===== config.mk =====
export PLATFORM = sky130hd
export DESIGN_NAME = network_event_status
export DESIGN_NICKNAME = d
export VERILOG_FILES = /design/src/inc/nes_pkg.sv /design/src/hw/nes_hub_watchdog.sv /design/src/hw/network_event_status.sv
export VERILOG_INCLUDE_DIRS = /design/src /design/src/inc
export SDC_FILE = /design/constraint.sdc
export NUM_CORES = 1
export LEC_CHECK = 0
export ABC_AREA = 1
export BUFFER_PORTS_ARGS = -buffer_cell sky130_fd_sc_hd__buf_4
export CAP_MARGIN = 0
export CORE_MARGIN = 2
export CORE_UTILIZATION = 55
export DETAILED_ROUTE_END_ITERATION = 8
export PLACE_DENSITY = 0.81
export RECOVER_POWER = 50
export SETUP_SLACK_MARGIN = 0.2
export SYNTH_ARGS = -nofsm -noshare
export SYNTH_HDL_FRONTEND = slang
export SYNTH_SLANG_ARGS = --single-unit

===== constraint.sdc =====
create_clock -name sys_clk -period 2.2 [get_ports sys_clk]
set_clock_uncertainty 0.15 [all_clocks]
set_input_delay 0.33 -clock sys_clk [delete_from_list [all_inputs] [get_ports sys_clk]]
set_output_delay 0.33 -clock sys_clk [all_outputs]
set_load 0.05 [all_outputs]

===== src/inc/nes_defs.svh =====
// Offsets, field positions, reset values and timing counts for event status
`ifndef NES_DEFS_SVH
`define NES_DEFS_SVH
// Byte addresses on the host bus
`define NES_ADDR_TIME_LO 8'h10
`define NES_ADDR_TIME_HI 8'h11
`define NES_ADDR_EVT_LO 8'h12
`define NES_ADDR_EVT_HI 8'h13
// Event status bit positions
`define EVT_RX_ERR 15
`define EVT_DEC_FIX 14
`define EVT_UNLOCK 13
`define EVT_WARN 12
`define EVT_FREE_RX 11
`define EVT_REMOTE_RX 10
`define EVT_OWN_RX 9
`define EVT_SRC_MATCH 8
`define EVT_TKN_RETRY 7
`define EVT_REPLY_FIX 6
`define EVT_HUB_WDT 5
`define EVT_BAD_PTR 4
`define EVT_CORE 3
`define EVT_NO_REPLY 2
`define EVT_TX_ERR 1
`define EVT_TX_AVAIL 0
// Bits that are write-one-to-clear
`define EVT_RW_MASK 16'hcff6
// Send and no-reply flags cleared by a send command
`define EVT_SEND_CLR 16'h0006
// Reset values
`define TIME_RESET 16'h0000
`define DETAIL_RESET 16'h0000
// Command codes
`define CMD_SEND 8'h03
`define CMD_WARN_CLR 8'h0a
// Lowest legal page pointer is above this
`define PTR_LOW_BAD 8'h02
// Timing: clock rate and hub watchdog times in nanoseconds
`define CLK_MHZ 250
`define HUB_WDT_SLOW_NS 3270000
`define HUB_WDT_FAST_NS 1640000
`define HUB_WDT_SLOW_CYC ((`HUB_WDT_SLOW_NS * `CLK_MHZ + 999) / 1000)
`define HUB_WDT_FAST_CYC ((`HUB_WDT_FAST_NS * `CLK_MHZ + 999) / 1000)
// Remote receive warning period, in cycles (plain default)
`define WARN_PERIOD_CYC 1000000
`endif


===== src/inc/nes_pkg.sv =====
// Types shared by the event status block and its hub watchdog
package nes_pkg;
    typedef enum logic [1:0] {
        NES_WD_IDLE = 2'b00,
        NES_WD_COUNT = 2'b01,
        NES_WD_HOLD = 2'b10
    } nes_wd_state_t;

    typedef struct packed {
        nes_wd_state_t st;
        logic [19:0] cnt;
        logic trip;
        logic hubRst;
        logic decRst;
    } nes_wd_t;

    typedef struct packed {
        logic [15:0] netTime;
        logic [7:0] timeHold;
        logic [15:0] flags;
        logic unlocked;
        logic warnFlag;
        logic [31:0] warnCnt;
        logic coreIrq;
        logic txAvail;
        logic [15:0] detail;
        logic [15:0] rdData;
        logic irq;
        logic pageClr;
    } nes_state_t;
endpackage


===== src/hw/nes_hub_watchdog.sv =====
// Hub transmit watchdog: trips on a stuck transmit line, resets hub units
`timescale 1ns/10ps
`include "nes_defs.svh"
module nes_hub_watchdog
    import nes_pkg::*;
#(
    parameter int SLOW_CYC = `HUB_WDT_SLOW_CYC,
    parameter int FAST_CYC = `HUB_WDT_FAST_CYC
) (
    input wire logic sys_clk,
    input wire logic rst,
    input wire logic hubTxActive,
    input wire logic hubEnabled,
    input wire logic rate5M,
    output logic trip,
    output logic hubRst,
    output logic decRst
);
    nes_wd_t s, n; // State and its next value
    logic [19:0] limit; // Cycles of continuous activity to trip

    // Limit halves at the faster line rate
    assign limit = rate5M ? 20'(FAST_CYC) : 20'(SLOW_CYC);

    // Count continuous activity; one pulse per trip, then wait for release
    always_comb begin
        n = s;
        n.trip = 1'b0;
        n.hubRst = 1'b0;
        n.decRst = 1'b0;
        case (s.st)
            NES_WD_IDLE: begin
                n.cnt = 20'h00001;
                if (hubTxActive) begin
                    n.st = NES_WD_COUNT;
                end
            end
            NES_WD_COUNT: begin
                if (!hubTxActive) begin
                    n.st = NES_WD_IDLE;
                end else if (s.cnt >= limit - 20'h00001) begin
                    // Stuck line: reset hub; decoders only if hub is on
                    n.trip = 1'b1;
                    n.hubRst = 1'b1;
                    n.decRst = hubEnabled;
                    n.st = NES_WD_HOLD;
                end else begin
                    n.cnt = s.cnt + 20'h00001;
                end
            end
            NES_WD_HOLD: begin
                // Avoids retriggering before the reset hub drops its line
                if (!hubTxActive) begin
                    n.st = NES_WD_IDLE;
                end
            end
            default: begin
                n.st = NES_WD_IDLE;
            end
        endcase
    end

    // State register
    always_ff @(posedge sys_clk) begin
        if (rst) begin
            s <= '{NES_WD_IDLE, 20'h00000, 1'b0, 1'b0, 1'b0};
        end else begin
            s <= n;
        end
    end

    assign trip = s.trip;
    assign hubRst = s.hubRst;
    assign decRst = s.decRst;
endmodule


===== src/hw/network_event_status.sv =====
// Network time counter and event status register of the network controller
//
// Overview of operation
// - Read-only 16-bit time counter, resets to zero
// - Low byte read latches the high byte
// - Upper byte receive flags, lower transmit flags
// - Packet receive error sets bit 15, detail
// - Only data packet errors set bit 15
// - Writable flags clear on one, soft reset
// - Decoder correction sets bit 14 with detail
// - Bit 13 unlock flag, master node reads zero
// - Bit 12 warning timeout, cleared by command
// - Free-format and remote page completions, bits 11,10
// - Own packet received sets bit 9
// - Source ID match sets bit 8
// - Token retry bit 7, reply repair bit 6
// - Hub transmit stuck timeout sets bit 5
// - Watchdog resets hub and decoders if on
// - Invalid sent page pointer sets bit 4
// - Bit 3 reports core interrupt
// - No enquiry reply sets bits 2 and 1
// - Send command clears transmit error flags
// - Bit 0 mirrors transmitter available, resets 1
// - Three transmit bits encode transmit outcome
// - Interrupt when flag and mask both set
// - Warning clear command clears status, restarts timer
`timescale 1ns/10ps
`include "nes_defs.svh"
module network_event_status
    import nes_pkg::*;
#(
    parameter int HUB_SLOW_CYC = `HUB_WDT_SLOW_CYC,
    parameter int HUB_FAST_CYC = `HUB_WDT_FAST_CYC,
    parameter int WARN_CYC = `WARN_PERIOD_CYC
) (
    input wire logic sys_clk,
    input wire logic rst,
    input wire logic softReset,
    // Host bus
    input wire logic wideBus,
    input wire logic [7:0] busAddr,
    input wire logic busRd,
    input wire logic busWr,
    input wire logic [15:0] busWrData,
    // Commands and mask from neighbouring registers
    input wire logic cmdValid,
    input wire logic [7:0] cmdCode,
    input wire logic [15:0] eventMask,
    input wire logic [4:0] sourceIdSelect,
    // Time base
    input wire logic timeTick,
    input wire logic syncLock,
    input wire logic syncLost,
    input wire logic timeMasterNode,
    // Receive events
    input wire logic rxAbort,
    input wire logic rxIsPacket,
    input wire logic [2:0] rxErrCode,
    input wire logic [4:0] rxSenderId,
    input wire logic decodeCorrected,
    input wire logic [3:0] decodeInfo,
    input wire logic remotePagesActive,
    input wire logic remoteRxData,
    input wire logic freeformDone,
    input wire logic remoteDone,
    input wire logic ownDone,
    input wire logic rxSrcValid,
    input wire logic [4:0] rxSrcId,
    // Transmit events
    input wire logic tokenRetry,
    input wire logic replyRepair,
    input wire logic hubTxActive,
    input wire logic hubEnabled,
    input wire logic rate5M,
    input wire logic txPtrValid,
    input wire logic [7:0] txPagePointer,
    input wire logic [7:0] pageLimit,
    input wire logic coreInterrupt,
    input wire logic bufferQueryNoReply,
    input wire logic txFailed,
    input wire logic transmitterAvailable,
    // Outputs
    output logic [15:0] busRdData,
    output logic irq,
    output logic [15:0] errorDetail,
    output logic remotePageClr,
    output logic hubReset,
    output logic decoderReset
);
    nes_state_t s, n; // State and its next value
    logic wdTrip; // One-cycle hub watchdog timeout
    logic [15:0] setVec; // Hardware set requests this cycle
    logic [15:0] clrVec; // Clear requests this cycle
    logic [15:0] statusNow; // Status word as the host sees it
    logic cmdSend; // Send command issued
    logic cmdWarnClr; // Warning-clear command issued
    logic wrEvtLo; // Write strikes the low status byte
    logic wrEvtHi; // Write strikes the high status byte
    logic [15:0] wrOnes; // Ones written into the status word

    // Hub watchdog lives in its own module
    nes_hub_watchdog #(
        .SLOW_CYC(HUB_SLOW_CYC),
        .FAST_CYC(HUB_FAST_CYC)
    ) u_wdt (
        .sys_clk(sys_clk),
        .rst(rst),
        .hubTxActive(hubTxActive),
        .hubEnabled(hubEnabled),
        .rate5M(rate5M),
        .trip(wdTrip),
        .hubRst(hubReset),
        .decRst(decoderReset)
    );

    // Assemble the visible word from stored and read-only bits
    function automatic logic [15:0] status_word(input nes_state_t v);
        logic [15:0] w;
        w = v.flags & `EVT_RW_MASK;
        w[`EVT_UNLOCK] = v.unlocked;
        w[`EVT_WARN] = v.warnFlag;
        w[`EVT_CORE] = v.coreIrq;
        w[`EVT_TX_AVAIL] = v.txAvail;
        return w;
    endfunction

    assign statusNow = status_word(s);
    assign cmdSend = cmdValid && (cmdCode == `CMD_SEND);
    assign cmdWarnClr = cmdValid && (cmdCode == `CMD_WARN_CLR);

    // Byte lane decode: 16-bit hosts write the word at the even address
    assign wrEvtLo = busWr && (busAddr == `NES_ADDR_EVT_LO);
    assign wrEvtHi = busWr && !wideBus && (busAddr == `NES_ADDR_EVT_HI);
    always_comb begin
        wrOnes = 16'h0000;
        if (wrEvtLo && wideBus) begin
            wrOnes = busWrData;
        end else if (wrEvtLo) begin
            wrOnes = {8'h00, busWrData[7:0]};
        end else if (wrEvtHi) begin
            wrOnes = {busWrData[7:0], 8'h00};
        end
    end

    // Hardware events that set flags
    always_comb begin
        setVec = 16'h0000;
        setVec[`EVT_RX_ERR] = rxAbort && rxIsPacket;
        setVec[`EVT_DEC_FIX] = decodeCorrected;
        setVec[`EVT_FREE_RX] = freeformDone;
        setVec[`EVT_REMOTE_RX] = remoteDone;
        setVec[`EVT_OWN_RX] = ownDone;
        setVec[`EVT_SRC_MATCH] = rxSrcValid
            && (rxSrcId == sourceIdSelect);
        setVec[`EVT_TKN_RETRY] = tokenRetry;
        setVec[`EVT_REPLY_FIX] = replyRepair;
        setVec[`EVT_HUB_WDT] = wdTrip;
        // Pointer too low or past the page end
        setVec[`EVT_BAD_PTR] = txPtrValid
            && ((txPagePointer <= `PTR_LOW_BAD)
            || (txPagePointer > pageLimit));
        setVec[`EVT_NO_REPLY] = bufferQueryNoReply;
        setVec[`EVT_TX_ERR] = bufferQueryNoReply || txFailed;
    end

    // Clear requests; zeros written leave bits alone
    always_comb begin
        clrVec = wrOnes & `EVT_RW_MASK;
        if (cmdSend) begin
            clrVec = clrVec | `EVT_SEND_CLR;
        end
        if (cmdWarnClr) begin
            clrVec = `EVT_RW_MASK;
        end
    end

    // Next-state logic for the whole block
    always_comb begin
        n = s;
        n.pageClr = 1'b0;
        // Free-running time; host writes never reach it
        if (timeTick) begin
            n.netTime = s.netTime + 16'h0001;
        end
        // A set arriving with a clear wins, so only a soft reset loses an event
        n.flags = ((s.flags & ~clrVec) | setVec) & `EVT_RW_MASK;
        // Error detail captured with the flag
        if (rxAbort && rxIsPacket) begin
            n.detail[7:5] = rxErrCode;
            n.detail[4:0] = rxSenderId;
        end
        if (decodeCorrected) begin
            n.detail[11:8] = decodeInfo;
        end
        // Sync state: master node always reads locked
        if (timeMasterNode || syncLock) begin
            n.unlocked = 1'b0;
        end else if (syncLost) begin
            n.unlocked = 1'b1;
        end
        // Warning timer runs while remote pages wait for data
        if (cmdWarnClr || remoteRxData || !remotePagesActive) begin
            n.warnCnt = 32'h00000000;
        end else if (s.warnCnt >= 32'(WARN_CYC) - 32'h00000001) begin
            n.warnFlag = 1'b1;
        end else begin
            n.warnCnt = s.warnCnt + 32'h00000001;
        end
        if (cmdWarnClr) begin
            n.warnFlag = 1'b0;
            n.pageClr = 1'b1;
        end
        n.coreIrq = coreInterrupt;
        n.txAvail = transmitterAvailable;
        // Host reads; 8-bit hosts get bytes in the low lane
        if (busRd) begin
            case (busAddr)
                `NES_ADDR_TIME_LO: begin
                    if (wideBus) begin
                        n.rdData = s.netTime;
                    end else begin
                        // Hold the high byte for the second read
                        n.rdData = {8'h00, s.netTime[7:0]};
                        n.timeHold = s.netTime[15:8];
                    end
                end
                `NES_ADDR_TIME_HI: begin
                    n.rdData = {8'h00, s.timeHold};
                end
                `NES_ADDR_EVT_LO: begin
                    n.rdData = wideBus ? statusNow
                        : {8'h00, statusNow[7:0]};
                end
                `NES_ADDR_EVT_HI: begin
                    n.rdData = {8'h00, statusNow[15:8]};
                end
                default: begin
                    n.rdData = 16'h0000;
                end
            endcase
        end
        // Soft reset clears flags and forces the unlocked state except on the master node
        if (softReset) begin
            n.flags = 16'h0000;
            n.unlocked = !timeMasterNode;
            n.warnFlag = 1'b0;
            n.warnCnt = 32'h00000000;
        end
        // Interrupt follows the next status so it lines up with reads
        n.irq = |(status_word(n) & eventMask);
    end

    // State register
    always_ff @(posedge sys_clk) begin
        if (rst) begin
            s.netTime <= `TIME_RESET;
            s.timeHold <= 8'h00;
            s.flags <= 16'h0000;
            s.unlocked <= 1'b1;
            s.warnFlag <= 1'b0;
            s.warnCnt <= 32'h00000000;
            s.coreIrq <= 1'b0;
            s.txAvail <= 1'b1;
            s.detail <= `DETAIL_RESET;
            s.rdData <= 16'h0000;
            s.irq <= 1'b0;
            s.pageClr <= 1'b0;
        end else begin
            s <= n;
        end
    end

    assign busRdData = s.rdData;
    assign irq = s.irq;
    assign errorDetail = s.detail;
    assign remotePageClr = s.pageClr;
endmodule


==> flow_metrics.env <==
export IMPL_fin_tns_setup_ns=0
export IMPL_place_detailed_hpwl_um=12900
export IMPL_cts_tree="built"
export IMPL_antenna_cells=0
export IMPL_highest_layer="met4"
export IMPL_grt_pass1_vias=6584
export IMPL_cp_max_fo=8
export IMPL_clock_latency_ns=0.43
export IMPL_async_flop_share=0
export IMPL_worstPathRequired_ns=2.36
export IMPL_dr_pass1_iters=5
export IMPL_yosysWarningCount=0
export IMPL_core_um2=12100
export IMPL_first_iter_violations=561
export IMPL_pre_cts_slack_ns=-0.0285
export IMPL_met3_wirelength_um=1280
export IMPL_nets=1303
export IMPL_internal_power_mw=4.50
export IMPL_synth_area_um2=6820
export IMPL_cts_inserted_buffers=17
export IMPL_finalWorstSetupSlack_ns=0.0873
export IMPL_max_freq_mhz=473
export IMPL_critical_path_class="flip-flop to flip-flop"
export IMPL_ys_types=50
export IMPL_grt_pass1_wl_um=29400
export IMPL_p_sw_frac=0.245
export IMPL_maxCapViolCount=0
export IMPL_initial_utilization=0.565
export IMPL_slew_headroom=0.418
export IMPL_synth_edf_count=0
export IMPL_ant_nets=0
export IMPL_row_count=40
export IMPL_final_common_cell="nand2_1"
export IMPL_syn_to_final_growth_pct=32.7
export IMPL_pwr_share_clk=0.505
export IMPL_rsz0062_at_grt="true"
export IMPL_p_per_area_nw_per_um2=659
export IMPL_ioPinCount=152
export IMPL_grt_overflow=0
export IMPL_design_area_um2=9040
export IMPL_clock_sinks=126
export IMPL_vdd_drop_max_v=0.000697
export IMPL_crit_arrival_ns=2.27
export IMPL_grt_max_degree=43
export IMPL_power_static_leakage_nw=3.83
export IMPL_wl_per_cell_um=14.1
export IMPL_setup_viol=0
export IMPL_synth_cells=999
export IMPL_end_kind="flip-flop"
export IMPL_pwr_share_comb=0.101
export IMPL_slew_viol_final=0
export IMPL_hold_class="input pin to flip-flop"
export IMPL_yosysSeqAreaShare=0.370
export IMPL_worst_pin_slew_ns=0.873
export IMPL_syn_area_per_cell_um2=6.82
export IMPL_cp_start_kind="flip-flop"
export IMPL_m1WireLength_um=7830
export IMPL_drcViolationCount=0
export IMPL_power_frac_seq=0.394
export IMPL_die_w_um=115
export IMPL_layout_common_cells="nand2_1 (183), buf_4 (147), inv_1 (137), nor2_1 (126), dfxtp_1 (113)"
export IMPL_layout_drive_gt1_share=0.239
export IMPL_clkTransAtPathRegs_ns=0.06
export IMPL_port_buffer_count=145
export IMPL_num_vias=7173
export IMPL_status="finished clean"
export IMPL_ys_seq_elements=126
export IMPL_fin_crit_ns=2.11
export IMPL_postPlaceCellArea_um2=7980
export IMPL_drt_wl_total_um=19000
export IMPL_viasPerCell=5.32
export IMPL_power_switching_mw=1.46
export IMPL_antenna_found_initial=0
export IMPL_synth_largest_area_cell="dfxtp_1"
export IMPL_cts_max_level=4
export IMPL_dieArea_um2=13300
export IMPL_finalHoldViolCount=0
export IMPL_gp_congestion=0.908
export IMPL_ys_top_cells_by_area="dfxtp_1 (37%), nand2_1 (10%), inv_1 (7.5%)"
export IMPL_period_share=0.960
export IMPL_dr_wl_met2_um=9460
export IMPL_ys_flop_type="dfxtp_1"
export IMPL_cts_max_path_buffers=2
export IMPL_utilization=0.750
export IMPL_die_y_um=115
export IMPL_grt_usage=0.275
export IMPL_hold_ws_ns=0.00433
export IMPL_synthDominantCellAreaShare=0.370
export IMPL_root_buffer="clkbuf_16"
power groups by stage:
stage / sequential [mW] / clock [mW] / combinational (mW)
floorplan: 2.39 / 0 / 0.319
global placement: 2.39 / 0 / 0.550
detailed placement: 2.39 / 0 / 0.560
CTS: 2.34 / 3.03 / 0.586
global route: 2.35 / 3.13 / 0.663
finish: 2.35 / 3.01 / 0.602
synth_stat cells, drive strengths merged (3+ instances only):
| library cell | count |
|---|---|
| nor3 | 34 |
| nand4 | 25 |
| o21a | 4 |
| dfxtp | 126 |
| and3 | 3 |
| o21ai | 72 |
| nand2 | 195 |
| nor4 | 3 |
| nand3 | 58 |
| ha | 20 |
| nor2 | 143 |
| or2 | 4 |
| xor2 | 5 |
| buf | 43 |
| inv | 143 |
| clkbuf | 11 |
| o22ai | 15 |
| a21oi | 75 |
| o21bai | 3 |
| nor3b | 4 |
path summary, 6_finish.rpt:
check / from / end / slack [ns] / cells past startpoint
worst max-delay path: u_wdt.s[9]$_SDFFE_PP0P_ / u_wdt.s[7]$_SDFFE_PP0P_ / 0.09 / 12
worst min-delay path: rxSenderId[3] / errorDetail[3]$_SDFFE_PP0P_ / 0.004 / 3
worst max register to register: u_wdt.s[9]$_SDFFE_PP0P_ / u_wdt.s[7]$_SDFFE_PP0P_ / 0.09 / 12
worst min register to register: s[67]$_SDFFE_PP0N_ / s[67]$_SDFFE_PP0N_ / 0.29 / 2
cell type report:
cell class / count / area [um^2]
fillers: 936 / 3020
flip-flops and latches: 126 / 2540
inverters: 144 / 548
clock inverters: 15 / 211
clock buffers: 17 / 425
multi-input cells: 679 / 3670
well taps: 168 / 210
repair buffers: 199 / 1440
flip-flops by register name (all words and copies together), names as in the netlist:
signal and flops:
u_wdt.decRst 1, u_wdt.trip 1, u_wdt.s 22, busRdData 16
s 72, remotePageClr 1, irq 1, errorDetail 12
critical path, cell delays in order, from the launching register on:
cell and delay [ns]:
dfxtp_2 0.36, ha_4 0.21, nand2_4 0.07, nor2_2 0.03, nor3_1 0.18, o21ai_1 0.12
nand2_1 0.10, nand3_2 0.10, nand2_2 0.10, nand2_4 0.10, buf_6 0.15, nor3_1 0.21
nor2_1 0.10
cells by family after synthesis:
logic type / count (synthesis) / share of synthesized area
and+or+nand+nor: 472 / 0.316
DFF: 126 / 0.370
other: 1 / 0.000550
xor gates and xnor gates: 7 / 0.00899
adders and majority gates: 20 / 0.0367
buffers and inverters: 198 / 0.131
AOI/OAI and AO/OA: 175 / 0.137
repair_timing:
action | CTS | global route
hold buffers | 11 | 0
pin swaps | 7 | 27
resized for setup | 8 | 74
cloned | 0 | 2
endpoints found under the hold margin | 11 | 0
setup endpoints to repair | 6 | 38
buffers inserted | 8 | 8
routing by layer:
layer | vias up | global-route usage
li1 | 3557 | -
met1 | 3278 | 0.331
met2 | 296 | 0.473
met3 | 42 | 0.0675
met4 | 0 | 0.105
met5 | - | 0
through the flow:
| step | std cells | total power, mW |
|---|---|---|
| final | 1348 | 5.96 |
| after global routing | 1348 | 6.15 |
| after CTS | 1338 | 5.96 |
| after detailed placement | 1287 | 2.95 |
| after global placement | 1287 | 2.94 |
| after floorplan | 1002 | 2.71 |
Power figures use the tool's default switching activity.
